$ cat src/hdl/wdog_pkg.sv
package wdog_pkg;

  // ----------------------------------------------------------------
  // Register map
  // ----------------------------------------------------------------
  localparam logic [7:0] ADDR_WDOG       = 8'hD8;
  localparam logic [7:0] ADDR_OPTIONS    = 8'hDC;
  localparam logic [7:0] WDOG_RESET_VAL  = 8'hFE;
  localparam int         BIT_ACTIVE      = 0;
  localparam int         BIT_SW_RESET    = 1;
  localparam int         COUNT_LO_BIT    = 2;
  localparam int         COUNT_HI_BIT    = 7;
  localparam int         OPT_HW_BIT      = 0;
  localparam int         OPT_EXT_BIT     = 1;

  // ----------------------------------------------------------------
  // Timing
  // ----------------------------------------------------------------
  localparam int         TICK_OSC_CYCLES = 3072;
  localparam int         OSC_PER_SYS     = 1;
  localparam int         TICK_CYCLES     = TICK_OSC_CYCLES / OSC_PER_SYS;
  localparam int         TICK_W          = 12;
  localparam logic [TICK_W-1:0] TICK_LAST = TICK_W'(TICK_CYCLES - 1);
  localparam int         RESET_PULSE_CYCLES = 4;
  localparam logic [2:0] RESET_PULSE_LAST   = 3'(RESET_PULSE_CYCLES - 1);

  typedef struct packed {
    logic hw_activation;
    logic ext_stop_ctrl;
  } options_t;

  typedef enum logic [1:0] {
    cpu_run,
    cpu_wait,
    cpu_stop
  } power_mode_t;

endpackage

$ cat src/hdl/wdog_divider.sv
`timescale 1ns/1ns
module wdog_divider (
  input  wire logic sys_clk,
  input  wire logic rst_n_sync,
  input  wire logic restart,
  input  wire logic run,
  output logic      tick
);
  logic [wdog_pkg::TICK_W-1:0] count;

  // Tick every TICK_CYCLES while run is high; restart realigns the phase
  always_ff @(posedge sys_clk or negedge rst_n_sync) begin
    if (!rst_n_sync) begin
      count <= '0;
      tick  <= 1'b0;
    end else if (restart) begin
      count <= '0;
      tick  <= 1'b0;
    end else if (run) begin
      if (count == wdog_pkg::TICK_LAST) begin
        count <= '0;
        tick  <= 1'b1;
      end else begin
        count <= count + 1'b1;
        tick  <= 1'b0;
      end
    end else begin
      tick <= 1'b0;
    end
  end
endmodule

$ cat src/hdl/wdog_top.sv
// The implementer's own choice: the APB slave port.
`timescale 1ns/1ns
// Function
// - Any reset loads register with FE: inactive, software reset high, longest period; here only rst_b does, the module's own wdog_reset does not.
// - Software option: writing one activates; clearing ignored until reset.
// - Hardware option: activation bit forced to one always.
// - Writing zero to software-reset bit resets system immediately.
// - Register bit 7 is counter LSB, bit 2 is counter MSB.
// - Active watchdog resets when counter stage six falls to zero; no reset if an external stop freeze begins in that tick's cycle.
// - Six counter bits select 64 periods, 3072 to 196608 clocks.
// - Inactive: counter runs as free 7-bit timer, SR bit its MSB.
// - At least 28 instructions run after activation before any reset.
// - Hardware option without external stop: stop acts as wait.
// - External stop: NMI high freezes and stops; NMI low acts as wait.
module wdog_top (
  input  wire logic        sys_clk,
  input  wire logic        rst_b,
  input  wire logic        psel,
  input  wire logic        penable,
  input  wire logic        pwrite,
  input  wire logic [7:0]  paddr,
  input  wire logic [31:0] pwdata,
  output logic      [31:0] prdata,
  output logic             pready,
  output logic             pslverr,
  input  wire logic        stop_req,
  input  wire logic        nmi_pin,
  output logic             stop_mode,
  output logic             wdog_reset
);
  logic [1:0]            rst_pipe;
  logic                  rst_n_sync;
  logic [1:0]            nmi_pipe;
  logic                  nmi_level;
  wdog_pkg::options_t    options;
  logic [6:0]            counter;
  logic                  active;
  logic [2:0]            pulse_cnt;
  logic                  tick;
  logic                  access;
  logic                  wr_wdog;
  logic                  wr_opt;
  logic [7:0]            reg_view;
  logic [7:0]            wbyte;
  logic [6:0]            next_counter;
  logic                  freeze;
  logic                  fire;

  // ----------------------------------------------------------------
  // Reset and pin synchronisers
  // ----------------------------------------------------------------
  always_ff @(posedge sys_clk or negedge rst_b) begin
    if (!rst_b) begin
      rst_pipe <= 2'b00;
    end else begin
      rst_pipe <= {rst_pipe[0], 1'b1};
    end
  end
  assign rst_n_sync = rst_pipe[1];

  always_ff @(posedge sys_clk or negedge rst_n_sync) begin
    if (!rst_n_sync) begin
      nmi_pipe <= 2'b00;
    end else begin
      nmi_pipe <= {nmi_pipe[0], nmi_pin};
    end
  end
  assign nmi_level = nmi_pipe[1];

  // ----------------------------------------------------------------
  // APB decode
  // ----------------------------------------------------------------
  assign access  = psel && penable;
  assign wbyte   = pwdata[7:0];
  assign wr_wdog = access && pwrite && (paddr == wdog_pkg::ADDR_WDOG);
  assign wr_opt  = access && pwrite && (paddr == wdog_pkg::ADDR_OPTIONS);

  // reversed mapping, counter bit i sits at register bit 7-i
  always_comb begin
    reg_view = 8'h00;
    for (int i = 0; i < 6; i++) begin
      reg_view[wdog_pkg::COUNT_HI_BIT - i] = counter[i];
    end
    reg_view[wdog_pkg::BIT_SW_RESET] = counter[6];
    reg_view[wdog_pkg::BIT_ACTIVE]   = active;
  end

  always_comb begin
    next_counter = counter;
    for (int i = 0; i < 6; i++) begin
      next_counter[i] = wbyte[wdog_pkg::COUNT_HI_BIT - i];
    end
    next_counter[6] = wbyte[wdog_pkg::BIT_SW_RESET];
  end

  always_ff @(posedge sys_clk or negedge rst_n_sync) begin
    if (!rst_n_sync) begin
      prdata  <= 32'h0000_0000;
      pready  <= 1'b0;
      pslverr <= 1'b0;
    end else begin
      pready  <= psel && !penable;
      pslverr <= 1'b0;
      prdata  <= 32'h0000_0000;
      if (psel && !penable) begin
        if (paddr == wdog_pkg::ADDR_WDOG) begin
          prdata <= {24'h00_0000, reg_view};
        end else if (paddr == wdog_pkg::ADDR_OPTIONS) begin
          prdata <= {30'h0000_0000, options.ext_stop_ctrl, options.hw_activation};
        end else begin
          pslverr <= 1'b1;
        end
      end
    end
  end

  // Options act as straps; writable only so software can configure the model
  always_ff @(posedge sys_clk or negedge rst_n_sync) begin
    if (!rst_n_sync) begin
      options <= '0;
    end else if (wr_opt && pready) begin
      options.hw_activation <= wbyte[wdog_pkg::OPT_HW_BIT];
      options.ext_stop_ctrl <= wbyte[wdog_pkg::OPT_EXT_BIT];
    end
  end

  // ----------------------------------------------------------------
  // Activation
  // ----------------------------------------------------------------
  always_ff @(posedge sys_clk or negedge rst_n_sync) begin
    if (!rst_n_sync) begin
      active <= 1'b0;
    end else if (options.hw_activation) begin
      active <= 1'b1;
    end else if (wr_wdog && pready && wbyte[wdog_pkg::BIT_ACTIVE]) begin
      active <= 1'b1;
    end
  end

  // ----------------------------------------------------------------
  // Power mode and prescaler
  // ----------------------------------------------------------------
  // without external control stop behaves as wait
  always_ff @(posedge sys_clk or negedge rst_n_sync) begin
    if (!rst_n_sync) begin
      stop_mode <= 1'b0;
    end else if (stop_req && options.ext_stop_ctrl && nmi_level) begin
      stop_mode <= 1'b1;
    end else if (!stop_req) begin
      stop_mode <= 1'b0;
    end
  end
  assign freeze = stop_mode || (stop_req && options.ext_stop_ctrl && nmi_level);

  // 3072-cycle tick, restarted by a reload
  wdog_divider u_div (
    .sys_clk    (sys_clk),
    .rst_n_sync (rst_n_sync),
    .restart    (wr_wdog && pready),
    .run        (!freeze),
    .tick       (tick)
  );

  // ----------------------------------------------------------------
  // Downcounter
  // ----------------------------------------------------------------
  always_ff @(posedge sys_clk or negedge rst_n_sync) begin
    if (!rst_n_sync) begin
      // all counter bits and SR set
      counter <= 7'h7F;
    end else if (wr_wdog && pready) begin
      counter <= next_counter;
    end else if (tick) begin
      // free 7-bit timer when inactive; period from count bits
      counter <= counter - 7'h01;
    end
  end

  // stage six falling; SR written to zero; holds since min period is 3072 cycles
  assign fire = (active && tick && !freeze && (counter == 7'h40))
             || (wr_wdog && pready && !wbyte[wdog_pkg::BIT_SW_RESET]);

  always_ff @(posedge sys_clk or negedge rst_n_sync) begin
    if (!rst_n_sync) begin
      wdog_reset <= 1'b0;
      pulse_cnt  <= 3'h0;
    end else if (fire) begin
      wdog_reset <= 1'b1;
      pulse_cnt  <= 3'h0;
    end else if (wdog_reset) begin
      if (pulse_cnt == wdog_pkg::RESET_PULSE_LAST) begin
        wdog_reset <= 1'b0;
      end
      pulse_cnt <= pulse_cnt + 3'h1;
    end
  end
endmodule
$ cat config.mk
export PLATFORM = sky130hd
export DESIGN_NAME = wdog_top
export DESIGN_NICKNAME = d
export VERILOG_FILES = /design/src/hdl/wdog_pkg.sv /design/src/hdl/wdog_divider.sv /design/src/hdl/wdog_top.sv
export SDC_FILE = /design/constraint.sdc
export NUM_CORES = 1
export LEC_CHECK = 0
export BUFFER_PORTS_ARGS = -buffer_cell sky130_fd_sc_hd__clkbuf_2
export CORE_UTILIZATION = 25
export CTS_CLUSTER_SIZE = 8
export DETAILED_ROUTE_END_ITERATION = 10
export GPL_TIMING_DRIVEN = 0
export MAX_ROUTING_LAYER = met4
export PLACE_DENSITY = 0.53
export SKIP_LAST_GASP = 1
export SLEW_MARGIN = 20
export SYNTH_ARGS = -nofsm -noshare
export SYNTH_HDL_FRONTEND = slang
export SYNTH_SLANG_ARGS = --single-unit
$ cat constraint.sdc
create_clock -name sys_clk -period 2.1 [get_ports sys_clk]
set_input_delay 0.315 -clock sys_clk [delete_from_list [all_inputs] [get_ports sys_clk]]
set_output_delay 0.315 -clock sys_clk [all_outputs]
set_load 0.05 [all_outputs]
==> results of run 1 <==
-- kinds of logic after synthesis --
group | synth area share, %
AND/OR/NAND/NOR | 20.1
flip-flops | 49.5
multiplexers | 2.92
buffers and inverters | 10.6
XOR/XNOR | 4.50
adder cells (fa/ha/maj) | 2.92
other | 0.351
AO/OA/AOI/OAI | 9.12
-- through the flow --
step           setup WS (ns)  hold WS (ns)  total power (uW)  area (um2)
2_1_floorplan          0.301        0.0194              1270        2230
3_3_place_gp          0.0762         0.102              1350        2520
3_5_place_dp          0.0989         0.104              1360        2540
4_1_cts               0.0285         0.107              2020        2670
5_1_grt               0.0837         0.105              2100        2670
6_report               0.285         0.119              2000        2670
-- sequential cells by signal, indices dropped and copies added (netlist names) --
| register | count |
|---|---|
| u_div.tick | 1 |
| active | 1 |
| prdata | 8 |
| options | 2 |
| wdog_reset | 1 |
| pready | 1 |
| counter | 7 |
| stop_mode | 1 |
| rst_pipe | 2 |
| nmi_pipe | 2 |
| pulse_cnt | 3 |
| pslverr | 1 |
| u_div.count | 12 |
-- worst min path at each step --
| stage | slack (ns) | cells past startpoint | end | start |
|---|---|---|---|---|
| 6_report | 0.12 | 1 | nmi_pipe[0] | nmi_pin |
| 5_1_grt | 0.11 | 1 | nmi_pipe[0] | nmi_pin |
| 4_1_cts | 0.11 | 1 | nmi_pipe[0] | nmi_pin |
| 3_5_place_dp | 0.10 | 1 | rst_pipe[0] | rst_b |
| 3_3_place_gp | 0.10 | 1 | rst_pipe[1] | rst_b |
| 2_1_floorplan | 0.02 | 0 | rst_pipe[0] | rst_b |
-- worst reg2reg max path: stages, from the launching register on --
cell	delay [ns]
dfrtp_1	0.44
ha_1	0.24
and3_1	0.23
nand4_1	0.24
o21ai_1	0.45
nor2_1	0.10
-- final cells by class --
class	count	share of cell area, %
timing repair buffer	35	7.32
sequential	42	39.8
buffer	30	7.93
clock inverter	3	1.64
tap	105	4.92
inverter	4	0.563
clock buffer	5	2.58
multi-input combinational	153	35.3
-- per-layer routing --
layer  global-route usage [%]  vias to the layer above
li1                         -                      799
met1                     12.3                      746
met2                     16.7                       51
met3                     2.17                        7
met4                     3.79                        0
met5                        -                        -
-- timing repair --
item	in CTS	in global routing
buffers inserted	0	0
setup endpoints to repair	0	5
hold endpoints to repair	2	0
hold buffers	1	0
gates resized for setup	0	1
-- where the power goes --
group          switching, uW  internal, uW
clock network            298           357
logic                    220           137
registers               97.5           889
-- placed cells by master (no fill, tap or decap), types with 3 or more instances in the layout --
master,Yosys,final
clkbuf_2,1,34
dfrtp_1,35,34
conb_1,2,25
buf_4,24,24
nand2_1,16,16
nor2_1,13,13
a21oi_1,9,9
nand4_1,8,8
nand3_1,7,7
xor2_1,7,7
o21ai_0,8,7
dfstp_2,7,7
nor3_1,6,6
ha_1,5,5
clkbuf_8,0,5
inv_1,4,4
and2_1,4,4
mux2i_1,4,4
clkbuf_1,4,4
xnor2_1,4,4
nor2b_1,3,3
and3_1,3,3
o31ai_1,3,3
or4_1,3,3
==> impl_metrics.ini, run 1 <==
[final_layout]
drive_above_1_share_pct = 31.3
areaGrowthSynthToFinish_pct = 24.6
post-route-util_pct = 32.3
seq_area_um2 = 1060
n_antenna_cell = 0
stdcell_count = 377
fin_nets = 323
fill_cells = 878
multi_input_area_um2 = 941

[yosys]
netlist-cell-type-count = 46
syn-cell-area_um2 = 2140
synth_warnings = 0
yosysMostFrequentCell = dfrtp_1
ys_seq_area_share_pct = 49.5
synth-main-ff-cell = dfrtp_1
synth_top_area_share_pct = 40.9
async_reset_ff_share_pct = 100
synthTopCellsByArea = dfrtp_1, dfstp_2, buf_4
synthTopCellsByCount = dfrtp_1, buf_4, nand2_1
syn_area_per_cell_um2 = 10.4
synth-edff-count = 0
synth_area_leader_cell = dfrtp_1
ys_ff_latch = 42
syn_inst = 206

[floorplanning]
die_h_um = 94.5
dieWidth_um = 94.5
top_level_ports = 83
initial_utilization_pct = 25.9
core-area_um2 = 8260
rows = 33
dieArea_um2 = 8940

[clocking]
numCtsBuffers = 5
clockBufferDepth = 2
cts_root_buf = clkbuf_8
htreeDepth = 2
path_clk_slew_ns = 0.08
cts_tree = done
cts_sinks = 42
insertion_delay_ns = 0.30

[route]
dr.max_layer_used = met4
drc = 0
vias = 1603
first_pass_iters = 4
drt_iter0_markers = 58
route.met2.wl_um = 1850
m1WireLength_um = 1980
met3WireLength_um = 208
routedWlPerCell_um = 10.9
drtAntennaViolNets = 0
detail_route.wirelength_um = 4100
viasPerCell = 4.25

[timing]
rsz0062_at_grt = false
maxSlewViolCount = 0
post-route-period-util_pct = 86.4
timing.slew.headroom_pct = 57.2
finalSetupViolCount = 0
tns_ns = 0
layout_min_cycle_time_ns = 1.81
tightest_slew_ns = 0.640
max_freq_mhz = 551
hold_violations = 0
skew_ns = 0.00474

[grt]
grt_max_degree = 26
grt_usage_pct = 10.2
grt_pass1_vias = 1513
overflow = 0
grt_pass1_wl_um = 6880
antenna_found_initial = 0

[critical_path]
worstSetupStartpoint = u_div.count[0]
cp_num_cells = 5
r2r_slack_ns = 0.29
critPathLaunchType = flop
worstSetupEndpointType = flop
slowest_delay_ns = 0.45
path_delay_family = simple AND/OR/NAND/NOR gates
crit_buf_inv = 0
r2r-end = u_div.count[4]
slowest_stage = o21ai_1
crit_type = reg -> reg
endpoint = u_div.count[4]
rr_startpoint = u_div.count[0]
worstPathArrival_ns = 1.99
critPathMaxFanout = 6
required_ns = 2.27
path_cells = ha_1, and3_1, nand4_1, o21ai_1, nor2_1
r2r_cells = 5

[placement]
dp_hpwl_um = 3080
routabilityCongestion = 0.801
port_buffers = 33
dp.cells = 368

[worst_hold_path]
hp-class = in -> reg

[run_status]
status = complete, no violations

[pwr]
leakage_uw = 0.00127
ir_drop_v = 0.000382
p_per_area_nw_per_um2 = 749

[flow_run]
maxCapViolCount = 0
(Power assumes the default switching activity.)
==> run 2, diff against run 1 <==
--- a/config.mk
+++ b/config.mk
@@ -6,14 +6,16 @@
 export NUM_CORES = 1
 export LEC_CHECK = 0
 export BUFFER_PORTS_ARGS = -buffer_cell sky130_fd_sc_hd__clkbuf_2
+export CAP_MARGIN = 30
 export CORE_UTILIZATION = 25
 export CTS_CLUSTER_SIZE = 8
 export DETAILED_ROUTE_END_ITERATION = 10
 export GPL_TIMING_DRIVEN = 0
 export MAX_ROUTING_LAYER = met4
-export PLACE_DENSITY = 0.53
+export PLACE_DENSITY = 0.52
 export SKIP_LAST_GASP = 1
 export SLEW_MARGIN = 20
 export SYNTH_ARGS = -nofsm -noshare
 export SYNTH_HDL_FRONTEND = slang
+export SYNTH_HIERARCHICAL = 1
 export SYNTH_SLANG_ARGS = --single-unit
==> impl_metrics.ini, run 2 <==
[run_status]
status = complete, no violations

[grt]
grt_pass1_wl_um = 6510
antenna_found_initial = 0
grt_usage_pct = 9.63
grt_max_degree = 28
grt_pass1_vias = 1398
overflow = 0

[pwr]
p_per_area_nw_per_um2 = 714
ir_drop_v = 0.000220
leakage_uw = 0.00128

[yosys]
synth-main-ff-cell = dfrtp_1
synth-edff-count = 0
yosysMostFrequentCell = dfrtp_1
ys_seq_area_share_pct = 48.6
async_reset_ff_share_pct = 100
syn_inst = 202
synthTopCellsByCount = dfrtp_1, buf_4, nor2_1
synth_area_leader_cell = dfrtp_1
ys_ff_latch = 42
netlist-cell-type-count = 49
synth_warnings = 6
synth_top_area_share_pct = 40.2
syn_area_per_cell_um2 = 10.8
syn-cell-area_um2 = 2180
synthTopCellsByArea = dfrtp_1, dfstp_2, buf_4

[final_layout]
final_common_cell = dfrtp_1
reg_top3 = u_div/count (12), prdata (8), counter (7)
areaGrowthSynthToFinish_pct = 23.5
top_register = u_div/count
n_antenna_cell = 0
final_cell_mix = dfrtp_1, clkbuf_2, conb_1, buf_4, nor2_1
post-route-util_pct = 32.3
drive_above_1_share_pct = 36.6
fin_nets = 319
largest_reg_flops = 12

[clocking]
cts_root_buf = clkbuf_8
cts_setup_buffers = 0
path_clk_slew_ns = 0.08
clockBufferDepth = 2
insertion_delay_ns = 0.29
cts_tree = done
htreeDepth = 2
numCtsBuffers = 5
cts_sinks = 42

[placement]
port_buffers = 33
dp_hpwl_um = 2980
routabilityCongestion = 0.722

[timing]
rsz0062_at_grt = false
hold_violations = 0
hold_slack_ns = 0.127
skew_ns = 0.0116
layout_min_cycle_time_ns = 1.92
post-route-period-util_pct = 91.4
maxSlewViolCount = 0
max_freq_mhz = 521
finalSetupViolCount = 0
tightest_slew_ns = 0.528
timing.slew.headroom_pct = 64.5

[route]
vias = 1510
detail_route.wirelength_um = 3890
first_pass_iters = 4
viasPerCell = 4.05
drc = 0
drtAntennaViolNets = 0
drt_iter0_markers = 51
routedWlPerCell_um = 10.4

[floorplanning]
initial_utilization_pct = 26.1
dieArea_um2 = 9100
top_level_ports = 83
rows = 33
core-area_um2 = 8340
die_h_um = 95.4
dieWidth_um = 95.4

[critical_path]
critPathLaunchType = input pin
worstPathArrival_ns = 2.10
worstSetupEndpointType = flop
r2r_cells = 5
path_cells = clkbuf_2, or3b_4, nor4_2, clkbuf_1, nor2_1, a31o_2
slowest_stage = nor4_2
crit_type = in -> reg
critPathMaxFanout = 10
slowest_delay_ns = 0.48
required_ns = 2.28

[worst_hold_path]
hp-class = in -> reg
min_path_cells = 1

[flow_run]
maxCapViolCount = 0
-- run 2: cell count changes after synthesis, sizes merged, moves of 4 or more --
cell,previous run,this run
nor2,13,27
o21ai,8,1
nor3b,1,6
xnor2,4,9
and3,4,0
nand4,8,4
-- run 2: final timing paths --
check                            start              to  slack [ns]
max reg2reg                     pready  u_div/count[0]        0.18
max                           paddr[1]  u_div/count[0]        0.18
min                            nmi_pin     nmi_pipe[0]        0.13
min in group asynchronous  rst_pipe[1]         pslverr        0.16
min reg2reg                rst_pipe[1]         pslverr        0.16
max in group asynchronous  rst_pipe[1]      counter[3]        1.40
-- run 2: worst max-delay path, delay by kind of cell --
family | cells | cell delay [ns]
and+or+nand+nor | 3 | 0.99
buffers and inverters | 2 | 0.54
AOI/OAI and AO/OA | 1 | 0.25
-- run 2: power breakdown --
part	switching [uW]	internal (uW)
Sequential	108	891
Combinational	229	160
Clock	270	265
Total	607	1320
-- run 2: metrics by stage --
step | instance area (um2) | power, uW | setup TNS, ns | worst slack, ns | std cells
5_1_grt | 2690 | 2040 | 0 | 0.0424 | 373
3_5_place_dp | 2580 | 1400 | -4.06 | -0.422 | 364
6_report | 2690 | 1920 | 0 | 0.181 | 373
2_1_floorplan | 2270 | 1320 | 0 | 0.0354 | 225
3_3_place_gp | 2560 | 1390 | -3.65 | -0.404 | 363
4_1_cts | 2690 | 1950 | 0 | 0.160 | 373
-- run 2: what timing repair did --
action,CTS,global route
setup endpoints to repair,7,0
endpoints found under the hold margin,2,0
resized for setup,1,0
hold buffers,1,0
-- run 2: cells by family (layout without fill, tap and decap cells) --
logic type / after synthesis / count (layout) / share of synthesized area, %
AO/OA/AOI/OAI: 21 / 21 / 7.75
other: 2 / 25 / 0.344
multiplexers: 5 / 5 / 2.41
XOR/XNOR: 16 / 16 / 6.43
AND/OR/NAND/NOR: 77 / 77 / 21.2
adder cells (fa/ha/maj): 5 / 5 / 2.87
flip-flops: 42 / 42 / 48.6
buffers and inverters: 34 / 77 / 10.4
-- run 2: routing by layer --
layer / global-route usage (%) / vias to the layer above / wire, um
met4: 3.86 / 0 / 42
met1: 11.5 / 707 / 1790
met5: - / - / 0
met3: 2.63 / 5 / 199
met2: 15.3 / 33 / 1860
li1: - / 765 / -
-- run 2: final cells by class --
cell class | count | area [um2]
repair buffers | 35 | 195
fillers | 860 | 5650
clock inverters | 1 | 5.00
clock buffers | 7 | 86.3
flip-flops and latches | 42 | 1060
plain buffers | 28 | 204
multi-input cells | 149 | 987
inverters | 6 | 22.5
well taps | 105 | 131
